===== src/verilog/tec_map.vh =====
`ifndef TEC_MAP_VH
`define TEC_MAP_VH

// Register indices on the plain register port
`define TEC_ADDR_W        4
`define TEC_A_CTL0        4'h0
`define TEC_A_CTL1        4'h1
`define TEC_A_OUTCTL      4'h2
`define TEC_A_EDGE_A      4'h3
`define TEC_A_EDGE_B      4'h4
`define TEC_A_NFC_A       4'h5
`define TEC_A_NFC_B       4'h6
`define TEC_A_CCR_A       4'h7
`define TEC_A_CCR_B       4'h8
`define TEC_A_CNT         4'h9
`define TEC_A_STAT        4'ha
`define TEC_A_MASK        4'hb

// Control register 0
`define TEC_RUN_BIT       7
`define TEC_CKS_MSB       2
`define TEC_CTL0_W        8
`define TEC_CTL0_RST      8'h00

// Control register 1 (mode bits)
`define TEC_MD_EVT        0
`define TEC_MD_CAPA       1
`define TEC_MD_CAPB       2
`define TEC_MD_TRIG       3
`define TEC_CTL1_W        4
`define TEC_CTL1_RST      4'h0

// Output control
`define TEC_OC_ENA        0
`define TEC_OC_LVA        1
`define TEC_OC_ENB        2
`define TEC_OC_LVB        3
`define TEC_OC_W          4
`define TEC_OC_RST        4'h0

// Edge select: [1:0] capture edge, [3:2] event/trigger edge
`define TEC_EDGE_W        4
`define TEC_EDGE_RST      4'h0
`define TEC_EDGE_NONE     2'h0
`define TEC_EDGE_RISE     2'h1
`define TEC_EDGE_FALL     2'h2
`define TEC_EDGE_BOTH     2'h3

// Noise filter control
`define TEC_NF_EN         0
`define TEC_NFC_RST       1'b0

// Counter and compare values
`define TEC_CNT_IDLE      16'hffff
`define TEC_CNT_ZERO      16'h0000
`define TEC_CNT_ONE       16'h0001
`define TEC_CCR_RST       16'h0000

// Status / mask bits
`define TEC_ST_CCA        0
`define TEC_ST_CCB        1
`define TEC_ST_OVF        2
`define TEC_ST_W          3
`define TEC_ST_RST        3'h0

`endif


===== src/verilog/tec_pin_cond.v =====
`timescale 1ns/100ps
`include "tec_map.vh"
module tec_pin_cond #(
   parameter FILT_LEN = 3,
   parameter FILT_W   = 2
) (
   // Clock and reset
   input  wire clk_i,
   input  wire rst_i,
   // Pin and filter control
   input  wire pin_i,
   input  wire filt_en_i,
   // Edge pulses
   output wire raw_rise_o,
   output wire raw_fall_o,
   output wire rise_o,
   output wire fall_o
);

   reg              s1_q;
   reg              s2_q;
   reg              s3_q;
   reg              flt_q;
   reg              flt_prev_q;
   reg [FILT_W-1:0] cnt_q;

   localparam [FILT_W-1:0] LAST = FILT_LEN - 1;

   always @(posedge clk_i or posedge rst_i) begin
      if (rst_i) begin
         s1_q       <= 1'b0;
         s2_q       <= 1'b0;
         s3_q       <= 1'b0;
         flt_q      <= 1'b0;
         flt_prev_q <= 1'b0;
         cnt_q      <= {FILT_W{1'b0}};
      end else begin
         s1_q       <= pin_i;
         s2_q       <= s1_q;
         s3_q       <= s2_q;
         flt_prev_q <= flt_q;
         // Level must hold FILT_LEN samples before it is believed
         if (s2_q != flt_q) begin
            if (cnt_q == LAST) begin
               flt_q <= s2_q;
               cnt_q <= {FILT_W{1'b0}};
            end else begin
               cnt_q <= cnt_q + 1'b1;
            end
         end else begin
            cnt_q <= {FILT_W{1'b0}};
         end
      end
   end

   assign raw_rise_o = s2_q & ~s3_q;
   assign raw_fall_o = ~s2_q & s3_q;
   assign rise_o = filt_en_i ? (flt_q & ~flt_prev_q) : raw_rise_o;
   assign fall_o = filt_en_i ? (~flt_q & flt_prev_q) : raw_fall_o;

endmodule


===== src/verilog/tec_prescale.v =====
`timescale 1ns/100ps
`include "tec_map.vh"
module tec_prescale #(
   parameter DIV_W = 7
) (
   // Clock and reset
   input  wire       clk_i,
   input  wire       rst_i,
   // Control
   input  wire       run_i,
   input  wire [2:0] sel_i,
   // One-cycle count enable
   output wire       tick_o
);

   reg  [DIV_W-1:0] cnt_q;
   wire [DIV_W-1:0] mask;

   // Divide by two to the power sel: tick when the low sel bits are all ones
   assign mask = ~({DIV_W{1'b1}} << sel_i);
   assign tick_o = run_i & ((cnt_q & mask) == mask);

   always @(posedge clk_i or posedge rst_i) begin
      if (rst_i) begin
         cnt_q <= {DIV_W{1'b0}};
      end else if (!run_i) begin
         cnt_q <= {DIV_W{1'b0}};
      end else begin
         cnt_q <= cnt_q + 1'b1;
      end
   end

endmodule


===== src/verilog/tec_core.v =====
// Local design decisions: the address-and-strobe port and the register offsets.
`timescale 1ns/100ps
`include "tec_map.vh"
module tec_core #(
   parameter DATA_W   = 16,
   parameter DIV_W    = 7,
   parameter FILT_LEN = 3,
   parameter FILT_W   = 2
) (
   // Clock and reset
   input  wire                   clk_i,
   input  wire                   rst_i,
   // Register port
   input  wire [`TEC_ADDR_W-1:0] addr_i,
   input  wire [DATA_W-1:0]      wdata_i,
   input  wire                   wr_i,
   input  wire                   rd_i,
   output reg  [DATA_W-1:0]      rdata_o,
   // Timer pins
   input  wire                   timer_input_a_i,
   input  wire                   timer_input_b_i,
   output reg                    timer_output_a_o,
   output reg                    timer_output_b_o,
   // Interrupts
   output reg                    match_irq_a_o,
   output reg                    match_irq_b_o,
   output reg                    irq_o
);

   reg  [`TEC_CTL0_W-1:0] ctl0_q;
   reg  [`TEC_CTL1_W-1:0] ctl1_q;
   reg  [`TEC_OC_W-1:0]   outctl_q;
   reg  [`TEC_EDGE_W-1:0] edge_a_q;
   reg  [`TEC_EDGE_W-1:0] edge_b_q;
   reg                    nfc_a_q;
   reg                    nfc_b_q;
   reg  [15:0]            ccr_a_q;
   reg  [15:0]            ccr_b_q;
   reg  [15:0]            buf_a_q;
   reg  [15:0]            buf_b_q;
   reg  [15:0]            cnt_q;
   reg                    armed_q;
   reg                    started_q;
   reg                    tog_a_q;
   reg                    tog_b_q;
   reg  [`TEC_ST_W-1:0]   stat_q;
   reg  [`TEC_ST_W-1:0]   mask_q;
   reg  [`TEC_ST_W-1:0]   stat_d;
   reg  [DATA_W-1:0]      rmux;

   wire                   run;
   wire                   md_evt;
   wire                   cap_a;
   wire                   cap_b;
   wire                   md_trig;
   wire                   tick_int;
   wire                   ev_hit;
   wire                   cnt_tick;
   wire [15:0]            cnt_nxt;
   wire                   match_a;
   wire                   match_b;
   wire                   capt_a;
   wire                   capt_b;
   wire                   ovf;
   wire                   a_raw_r;
   wire                   a_raw_f;
   wire                   a_r;
   wire                   a_f;
   wire                   b_r;
   wire                   b_f;
   wire                   wr_ccr_a;
   wire                   wr_ccr_b;
   wire [`TEC_ST_W-1:0]   st_set;
   wire [`TEC_ST_W-1:0]   st_clr;

   function edge_hit;
      input [1:0] sel;
      input       r;
      input       f;
      begin
         case (sel)
            `TEC_EDGE_RISE: edge_hit = r;
            `TEC_EDGE_FALL: edge_hit = f;
            `TEC_EDGE_BOTH: edge_hit = r | f;
            default:        edge_hit = 1'b0;
         endcase
      end
   endfunction

   function reg_hit;
      input                   wr;
      input [`TEC_ADDR_W-1:0] addr;
      input [`TEC_ADDR_W-1:0] target;
      begin
         reg_hit = wr & (addr == target);
      end
   endfunction

   assign run     = ctl0_q[`TEC_RUN_BIT];
   assign md_evt  = ctl1_q[`TEC_MD_EVT];
   assign cap_a   = ctl1_q[`TEC_MD_CAPA];
   assign cap_b   = ctl1_q[`TEC_MD_CAPB];
   assign md_trig = ctl1_q[`TEC_MD_TRIG];

   tec_prescale #(
      .DIV_W (DIV_W)
   ) u_pre (
      .clk_i  (clk_i),
      .rst_i  (rst_i),
      .run_i  (run),
      .sel_i  (ctl0_q[`TEC_CKS_MSB:0]),
      .tick_o (tick_int)
   );

   // Filter only engaged when the pin feeds a capture
   tec_pin_cond #(
      .FILT_LEN (FILT_LEN),
      .FILT_W   (FILT_W)
   ) u_pin_a (
      .clk_i      (clk_i),
      .rst_i      (rst_i),
      .pin_i      (timer_input_a_i),
      .filt_en_i  (nfc_a_q & cap_a),
      .raw_rise_o (a_raw_r),
      .raw_fall_o (a_raw_f),
      .rise_o     (a_r),
      .fall_o     (a_f)
   );

   tec_pin_cond #(
      .FILT_LEN (FILT_LEN),
      .FILT_W   (FILT_W)
   ) u_pin_b (
      .clk_i      (clk_i),
      .rst_i      (rst_i),
      .pin_i      (timer_input_b_i),
      .filt_en_i  (nfc_b_q & cap_b),
      .raw_rise_o (),
      .raw_fall_o (),
      .rise_o     (b_r),
      .fall_o     (b_f)
   );

   // Event and trigger use the unfiltered edges of input A
   assign ev_hit = edge_hit(edge_a_q[3:2], a_raw_r, a_raw_f);
   assign capt_a = run & cap_a & edge_hit(edge_a_q[1:0], a_r, a_f);
   assign capt_b = run & cap_b & edge_hit(edge_b_q[1:0], b_r, b_f);

   assign cnt_tick = run & armed_q & (md_evt ? ev_hit : tick_int);
   assign cnt_nxt  = cnt_q + `TEC_CNT_ONE;

   // Compare against the value the counter is about to take
   assign match_a = cnt_tick & ~cap_a & (cnt_nxt == buf_a_q);
   assign match_b = cnt_tick & ~cap_b & (cnt_nxt == buf_b_q);
   assign ovf     = cnt_tick & started_q & (cnt_q == `TEC_CNT_IDLE);

   assign wr_ccr_a = reg_hit(wr_i, addr_i, `TEC_A_CCR_A);
   assign wr_ccr_b = reg_hit(wr_i, addr_i, `TEC_A_CCR_B);

   // Control registers
   always @(posedge clk_i or posedge rst_i) begin
      if (rst_i) begin
         ctl0_q   <= `TEC_CTL0_RST;
         ctl1_q   <= `TEC_CTL1_RST;
         outctl_q <= `TEC_OC_RST;
         edge_a_q <= `TEC_EDGE_RST;
         edge_b_q <= `TEC_EDGE_RST;
         nfc_a_q  <= `TEC_NFC_RST;
         nfc_b_q  <= `TEC_NFC_RST;
         mask_q   <= `TEC_ST_RST;
      end else if (wr_i) begin
         case (addr_i)
            `TEC_A_CTL0:   ctl0_q   <= wdata_i[`TEC_CTL0_W-1:0];
            `TEC_A_CTL1:   ctl1_q   <= wdata_i[`TEC_CTL1_W-1:0];
            `TEC_A_OUTCTL: outctl_q <= wdata_i[`TEC_OC_W-1:0];
            `TEC_A_EDGE_A: edge_a_q <= wdata_i[`TEC_EDGE_W-1:0];
            `TEC_A_EDGE_B: edge_b_q <= wdata_i[`TEC_EDGE_W-1:0];
            `TEC_A_NFC_A:  nfc_a_q  <= wdata_i[`TEC_NF_EN];
            `TEC_A_NFC_B:  nfc_b_q  <= wdata_i[`TEC_NF_EN];
            `TEC_A_MASK:   mask_q   <= wdata_i[`TEC_ST_W-1:0];
            default: begin
            end
         endcase
      end
   end

   // Capture/compare registers and hidden compare buffers
   always @(posedge clk_i or posedge rst_i) begin
      if (rst_i) begin
         ccr_a_q <= `TEC_CCR_RST;
         ccr_b_q <= `TEC_CCR_RST;
         buf_a_q <= `TEC_CCR_RST;
         buf_b_q <= `TEC_CCR_RST;
      end else begin
         // Hardware capture wins over a software write in the same cycle
         if (capt_a) begin
            ccr_a_q <= cnt_q;
         end else if (wr_ccr_a) begin
            ccr_a_q <= wdata_i[15:0];
         end
         if (capt_b) begin
            ccr_b_q <= cnt_q;
         end else if (wr_ccr_b) begin
            ccr_b_q <= wdata_i[15:0];
         end
         if (wr_ccr_a && !cap_a) begin
            buf_a_q <= wdata_i[15:0];
         end
         if (wr_ccr_b && !cap_b) begin
            buf_b_q <= wdata_i[15:0];
         end
      end
   end

   // Counter, trigger arming and first-step tracking
   always @(posedge clk_i or posedge rst_i) begin
      if (rst_i) begin
         cnt_q     <= `TEC_CNT_IDLE;
         armed_q   <= 1'b0;
         started_q <= 1'b0;
      end else if (!run) begin
         cnt_q     <= `TEC_CNT_IDLE;
         armed_q   <= 1'b0;
         started_q <= 1'b0;
      end else begin
         if (!md_trig || ev_hit) begin
            armed_q <= 1'b1;
         end
         if (cnt_tick) begin
            cnt_q     <= cnt_nxt;
            started_q <= 1'b1;
         end
      end
   end

   // Output controller: each match toggles its pin phase
   always @(posedge clk_i or posedge rst_i) begin
      if (rst_i) begin
         tog_a_q          <= 1'b0;
         tog_b_q          <= 1'b0;
         timer_output_a_o <= 1'b0;
         timer_output_b_o <= 1'b0;
      end else begin
         if (!run) begin
            tog_a_q <= 1'b0;
            tog_b_q <= 1'b0;
         end else begin
            tog_a_q <= tog_a_q ^ match_a;
            tog_b_q <= tog_b_q ^ match_b;
         end
         timer_output_a_o <= outctl_q[`TEC_OC_ENA] &
                             (outctl_q[`TEC_OC_LVA] ^ tog_a_q);
         timer_output_b_o <= outctl_q[`TEC_OC_ENB] &
                             (outctl_q[`TEC_OC_LVB] ^ tog_b_q);
      end
   end

   // Sticky status; a new event beats a simultaneous clear
   assign st_set = {ovf, match_b | capt_b, match_a | capt_a};
   assign st_clr = reg_hit(wr_i, addr_i, `TEC_A_STAT) ?
                   wdata_i[`TEC_ST_W-1:0] : `TEC_ST_RST;

   always @* begin
      stat_d = (stat_q & ~st_clr) | st_set;
   end

   always @(posedge clk_i or posedge rst_i) begin
      if (rst_i) begin
         stat_q        <= `TEC_ST_RST;
         irq_o         <= 1'b0;
         match_irq_a_o <= 1'b0;
         match_irq_b_o <= 1'b0;
      end else begin
         stat_q        <= stat_d;
         irq_o         <= |(stat_d & mask_q);
         match_irq_a_o <= match_a;
         match_irq_b_o <= match_b;
      end
   end

   // Read multiplexer; compare buffers deliberately have no address
   always @* begin
      rmux = {DATA_W{1'b0}};
      case (addr_i)
         `TEC_A_CTL0:   rmux[`TEC_CTL0_W-1:0] = ctl0_q;
         `TEC_A_CTL1:   rmux[`TEC_CTL1_W-1:0] = ctl1_q;
         `TEC_A_OUTCTL: rmux[`TEC_OC_W-1:0]   = outctl_q;
         `TEC_A_EDGE_A: rmux[`TEC_EDGE_W-1:0] = edge_a_q;
         `TEC_A_EDGE_B: rmux[`TEC_EDGE_W-1:0] = edge_b_q;
         `TEC_A_NFC_A:  rmux[`TEC_NF_EN]      = nfc_a_q;
         `TEC_A_NFC_B:  rmux[`TEC_NF_EN]      = nfc_b_q;
         `TEC_A_CCR_A:  rmux[15:0]            = ccr_a_q;
         `TEC_A_CCR_B:  rmux[15:0]            = ccr_b_q;
         `TEC_A_CNT:    rmux[15:0]            = run ? cnt_q :
                                                `TEC_CNT_ZERO;
         `TEC_A_STAT:   rmux[`TEC_ST_W-1:0]   = stat_q;
         `TEC_A_MASK:   rmux[`TEC_ST_W-1:0]   = mask_q;
         default:       rmux = {DATA_W{1'b0}};
      endcase
   end

   // Read data valid only in the cycle after the strobe
   always @(posedge clk_i or posedge rst_i) begin
      if (rst_i) begin
         rdata_o <= {DATA_W{1'b0}};
      end else if (rd_i) begin
         rdata_o <= rmux;
      end else begin
         rdata_o <= {DATA_W{1'b0}};
      end
   end

endmodule


===== config.mk =====
export PLATFORM = sky130hd
export DESIGN_NAME = tec_core
export DESIGN_NICKNAME = d
export VERILOG_FILES = /design/src/verilog/tec_pin_cond.v /design/src/verilog/tec_prescale.v /design/src/verilog/tec_core.v
export VERILOG_INCLUDE_DIRS = /design/src /design/src/verilog
export SDC_FILE = /design/constraint.sdc
export NUM_CORES = 1
export LEC_CHECK = 0
export ABC_AREA = 1
export BUFFER_PORTS_ARGS = -buffer_cell sky130_fd_sc_hd__buf_2
export CAP_MARGIN = 5
export CORE_ASPECT_RATIO = 1.5
export CORE_MARGIN = 2
export CORE_UTILIZATION = 60
export CTS_BUF_LIST = sky130_fd_sc_hd__clkbuf_16
export CTS_CLUSTER_DIAMETER = 60
export DETAILED_ROUTE_END_ITERATION = 16
export PLACE_DENSITY = 0.76
export SYNTH_ARGS = -nofsm -noshare
export SYNTH_HDL_FRONTEND = slang
export SYNTH_SLANG_ARGS = --single-unit

===== constraint.sdc =====
create_clock -name clk_i -period 7.65 [get_ports clk_i]
set_input_delay 0.3825 -clock clk_i [delete_from_list [all_inputs] [get_ports clk_i]]
set_output_delay 0.3825 -clock clk_i [all_outputs]
set_load 0.005 [all_outputs]

==> impl_metrics.toml <==
[placed_design]
dp_hpwl_mm = 15.0
gp_congestion = 0.928
place_area_mm2 = 0.00827
place_ws_ns = 4.43
portBuffers = 46

[min_path]
hold_end = "u_pin_b.s1_q$_DFF_PP0_"
hold_class = "input port to register"
whs_path_depth = 1
hold_path.startpoint = "timer_input_b_i"

[routing]
drt_iter0_drc = 601
wirelength_mm = 21.6
wl_per_cell_um = 18.0
drc = 0
firstDrtPassIters = 7
vias = 7044
ant_nets = 0
drt-vias-per-instance = 5.87

[timing]
clock-skew-final_ns = 0.0143
min_period_ns = 2.92
drv_slew = 0
holdWs_ns = 0.0558
clock.fmax_mhz = 342
fin_setup_tns_ns = 0
worst_slack_ns = 4.73
fin_crit_sh = 0.382
setup_viol = 0
rsz0062_at_grt = "no"
hold_viol = 0
tightest_slew_ns = 1.23
slew_headroom = 0.178

[cts]
post_cts_buffers = 0
cts_root_buf = "clkbuf_16"
clk_pin_slew_worst_paths_ns = 0.07
clock-sinks = 158
insertion_delay_ns = 0.43
h-tree-depth = 4
cts_buffer_depth = 2
cts-resized-gates = 0
cts_made_buffers = 17
hold_buffers = 0
tritoncts = "built"

[synth]
synthCells = 987
synth-seq-cells = 158
synth.net_count = 1017
avgSynthCellArea_um2 = 8.03
synth_common_cells = "224 x nand2_1, 155 x inv_1, 142 x dfrtp_1"
synthTopCellsByArea = "dfrtp_1 45%, nand2_1 11%, inv_1 7.3%"
ys_types = 45
synth_compound_area_frac = 0.152
yosysTopAreaCellShare = 0.448
synthMuxAreaShare = 0
seq_area_frac_synth = 0.501
syn_area_mm2 = 0.00793
ys.flop_type = "dfrtp_1"
synth_warnings = 0
synth-adder-area-share = 0.00631
synth_top_family_by_area = "simple AND/OR/NAND/NOR gates"
synth_edf_count = 0
yosysMostFrequentCell = "nand2_1"
synth-simple-area-share = 0.243
synthArstFlopShare = 1.00
yosysTopAreaCell = "dfrtp_1"
synth_xor_area_frac = 0.00442

[die]
dieHeight_um = 145
ios = 47
core-area_mm2 = 0.0130
dieWidth_um = 97.9
dieArea_mm2 = 0.0142
row_count = 51
start_util = 0.612

[critical_path]
path_class = "input port to register"
r2r_slack_ns = 4.86
arrival_ns = 3.23
worstPathRequired_ns = 7.96
r2r_start = "ctl0_q[7]$_DFFE_PP0P_"
endpoint_kind = "register"
worstReg2RegEnd = "rdata_o[1]$_DFF_PP0_"
crit_chain = "buf_2 -> nor2_1 -> inv_1 -> nor2_2 -> inv_2 -> nor2_4 -> nand2_1 -> o21ai_0"
cp_slowest_cell = "nand2_1"
reg2reg_depth = 9
crit_path_start_kind = "input port"
crit_family = "simple AND/OR/NAND/NOR gates"
max_stage_delay_ns = 0.68
crit_buf_inv = 3
worstPathMaxFanout = 32

[layout]
drive_gt1_frac = 0.129
num-fill-cells = 1085
post-route-util = 0.683
n_antenna_cell = 0
area_growth_pct = 11.6
nNetsFinal = 1057
final_area_mm2 = 0.00885

[job]
maxCapViolCount = 0

[status]
status = "finished, final reports clean"

[grt]
grt-ovfl-total = 0
grt_pass1_vias = 6915
grt_use_total = 0.313
grt_max_degree = 90
grt_pass1_wl_mm = 34.6
antenna_found_initial = 0

[pwr]
power_density_mw_per_mm2 = 319
p_leak_nw = 4.57
ir_drop_mv = 0.179
-- final cells by class --
class,instances,area (um^2),share of cell area
multi-input combinational,637,3220,0.364
sequential,158,3970,0.449
clock inverter,15,151,0.0171
inverter,162,613,0.0693
tap,159,199,0.0225
clock buffer,17,425,0.0481
timing repair buffer,51,268,0.0303
-- worst register-to-register path, delay by kind of cell (launching register included) --
kind                   cells  cell delay [ns]
AOI/OAI and AO/OA          3             0.91
buffers and inverters      4             0.81
DFF                        1             0.68
and+or+nand+nor            2             0.27
-- kinds of logic (layout without fill, tap and decap cells) --
logic type      count (synthesis)  count (layout)
simple gates                  432             432
compound gates                197             197
buf+inv                       192             245
flops                         158             158
fa+ha+maj                       4               4
xor+xnor                        4               4
-- cell usage in the layout, fill, tap and decap left out, types with 2 or more instances in the layout --
cell        instances
nand3b_1           11
ha_1                4
clkinv_4            2
nand4_1             9
inv_2               6
nor3_1              8
dfstp_2            16
nand2_1           224
o221ai_1           32
o21ai_1            12
buf_4               5
buf_2              46
nand2_2            10
nand3_1            85
inv_1             155
o21ai_0            91
a21oi_1            24
clkinvlp_4          2
clkbuf_16          17
nand3_2             3
xnor2_1             3
a31oi_1             4
o31ai_1             2
o211ai_1            3
o22ai_1            15
dfrtp_1           142
a221oi_1            4
a211oi_1            2
nor2_2              6
nor2_4              5
nor2_1             66
inv_6               7
-- power breakdown --
group	internal [mW]	switching (mW)
sequential	1.06	0.146
combinational	0.273	0.505
clock	0.458	0.377
-- per-stage QoR --
stage / total power, mW / std cells
after floorplan: 1.76 / 987
after CTS: 2.81 / 1199
after global placement: 1.95 / 1167
final: 2.82 / 1199
after detailed placement: 1.97 / 1167
after global routing: 2.98 / 1199
-- worst max path at each step --
| stage | startpoint | to | depth (start not counted) |
|---|---|---|---|
| after floorplan | rst_i | armed_q$_DFFE_PP0P_ | 1 |
| after global placement | addr_i[1] | buf_b_q[12]$_DFFE_PP0P_ | 8 |
| after detailed placement | addr_i[1] | buf_b_q[6]$_DFFE_PP0P_ | 8 |
| after CTS | addr_i[1] | buf_b_q[6]$_DFFE_PP0P_ | 8 |
| after global routing | addr_i[1] | buf_b_q[5]$_DFFE_PP0P_ | 8 |
| final | addr_i[1] | buf_b_q[6]$_DFFE_PP0P_ | 8 |
-- sequential cells by signal (all words and copies together) (netlist names), 2 cells and up --
name           flops
edge_b_q           4
rdata_o           16
u_pre.cnt_q        7
ccr_b_q           16
edge_a_q           4
buf_a_q           16
buf_b_q           16
ctl0_q             8
ccr_a_q           16
u_pin_a.cnt_q      2
cnt_q             16
mask_q             3
stat_q             3
outctl_q           4
u_pin_b.cnt_q      2
ctl1_q             4
-- layer usage --
layer  global-route usage  vias to the layer above  wire [um]
met3               0.0466                       89       1190
met4                0.194                        0       1350
met5                    0                        -          0
li1                     -                     3330          -
met1                0.365                     3335       8070
met2                0.544                      290      11000
(Power assumes the default switching activity.)
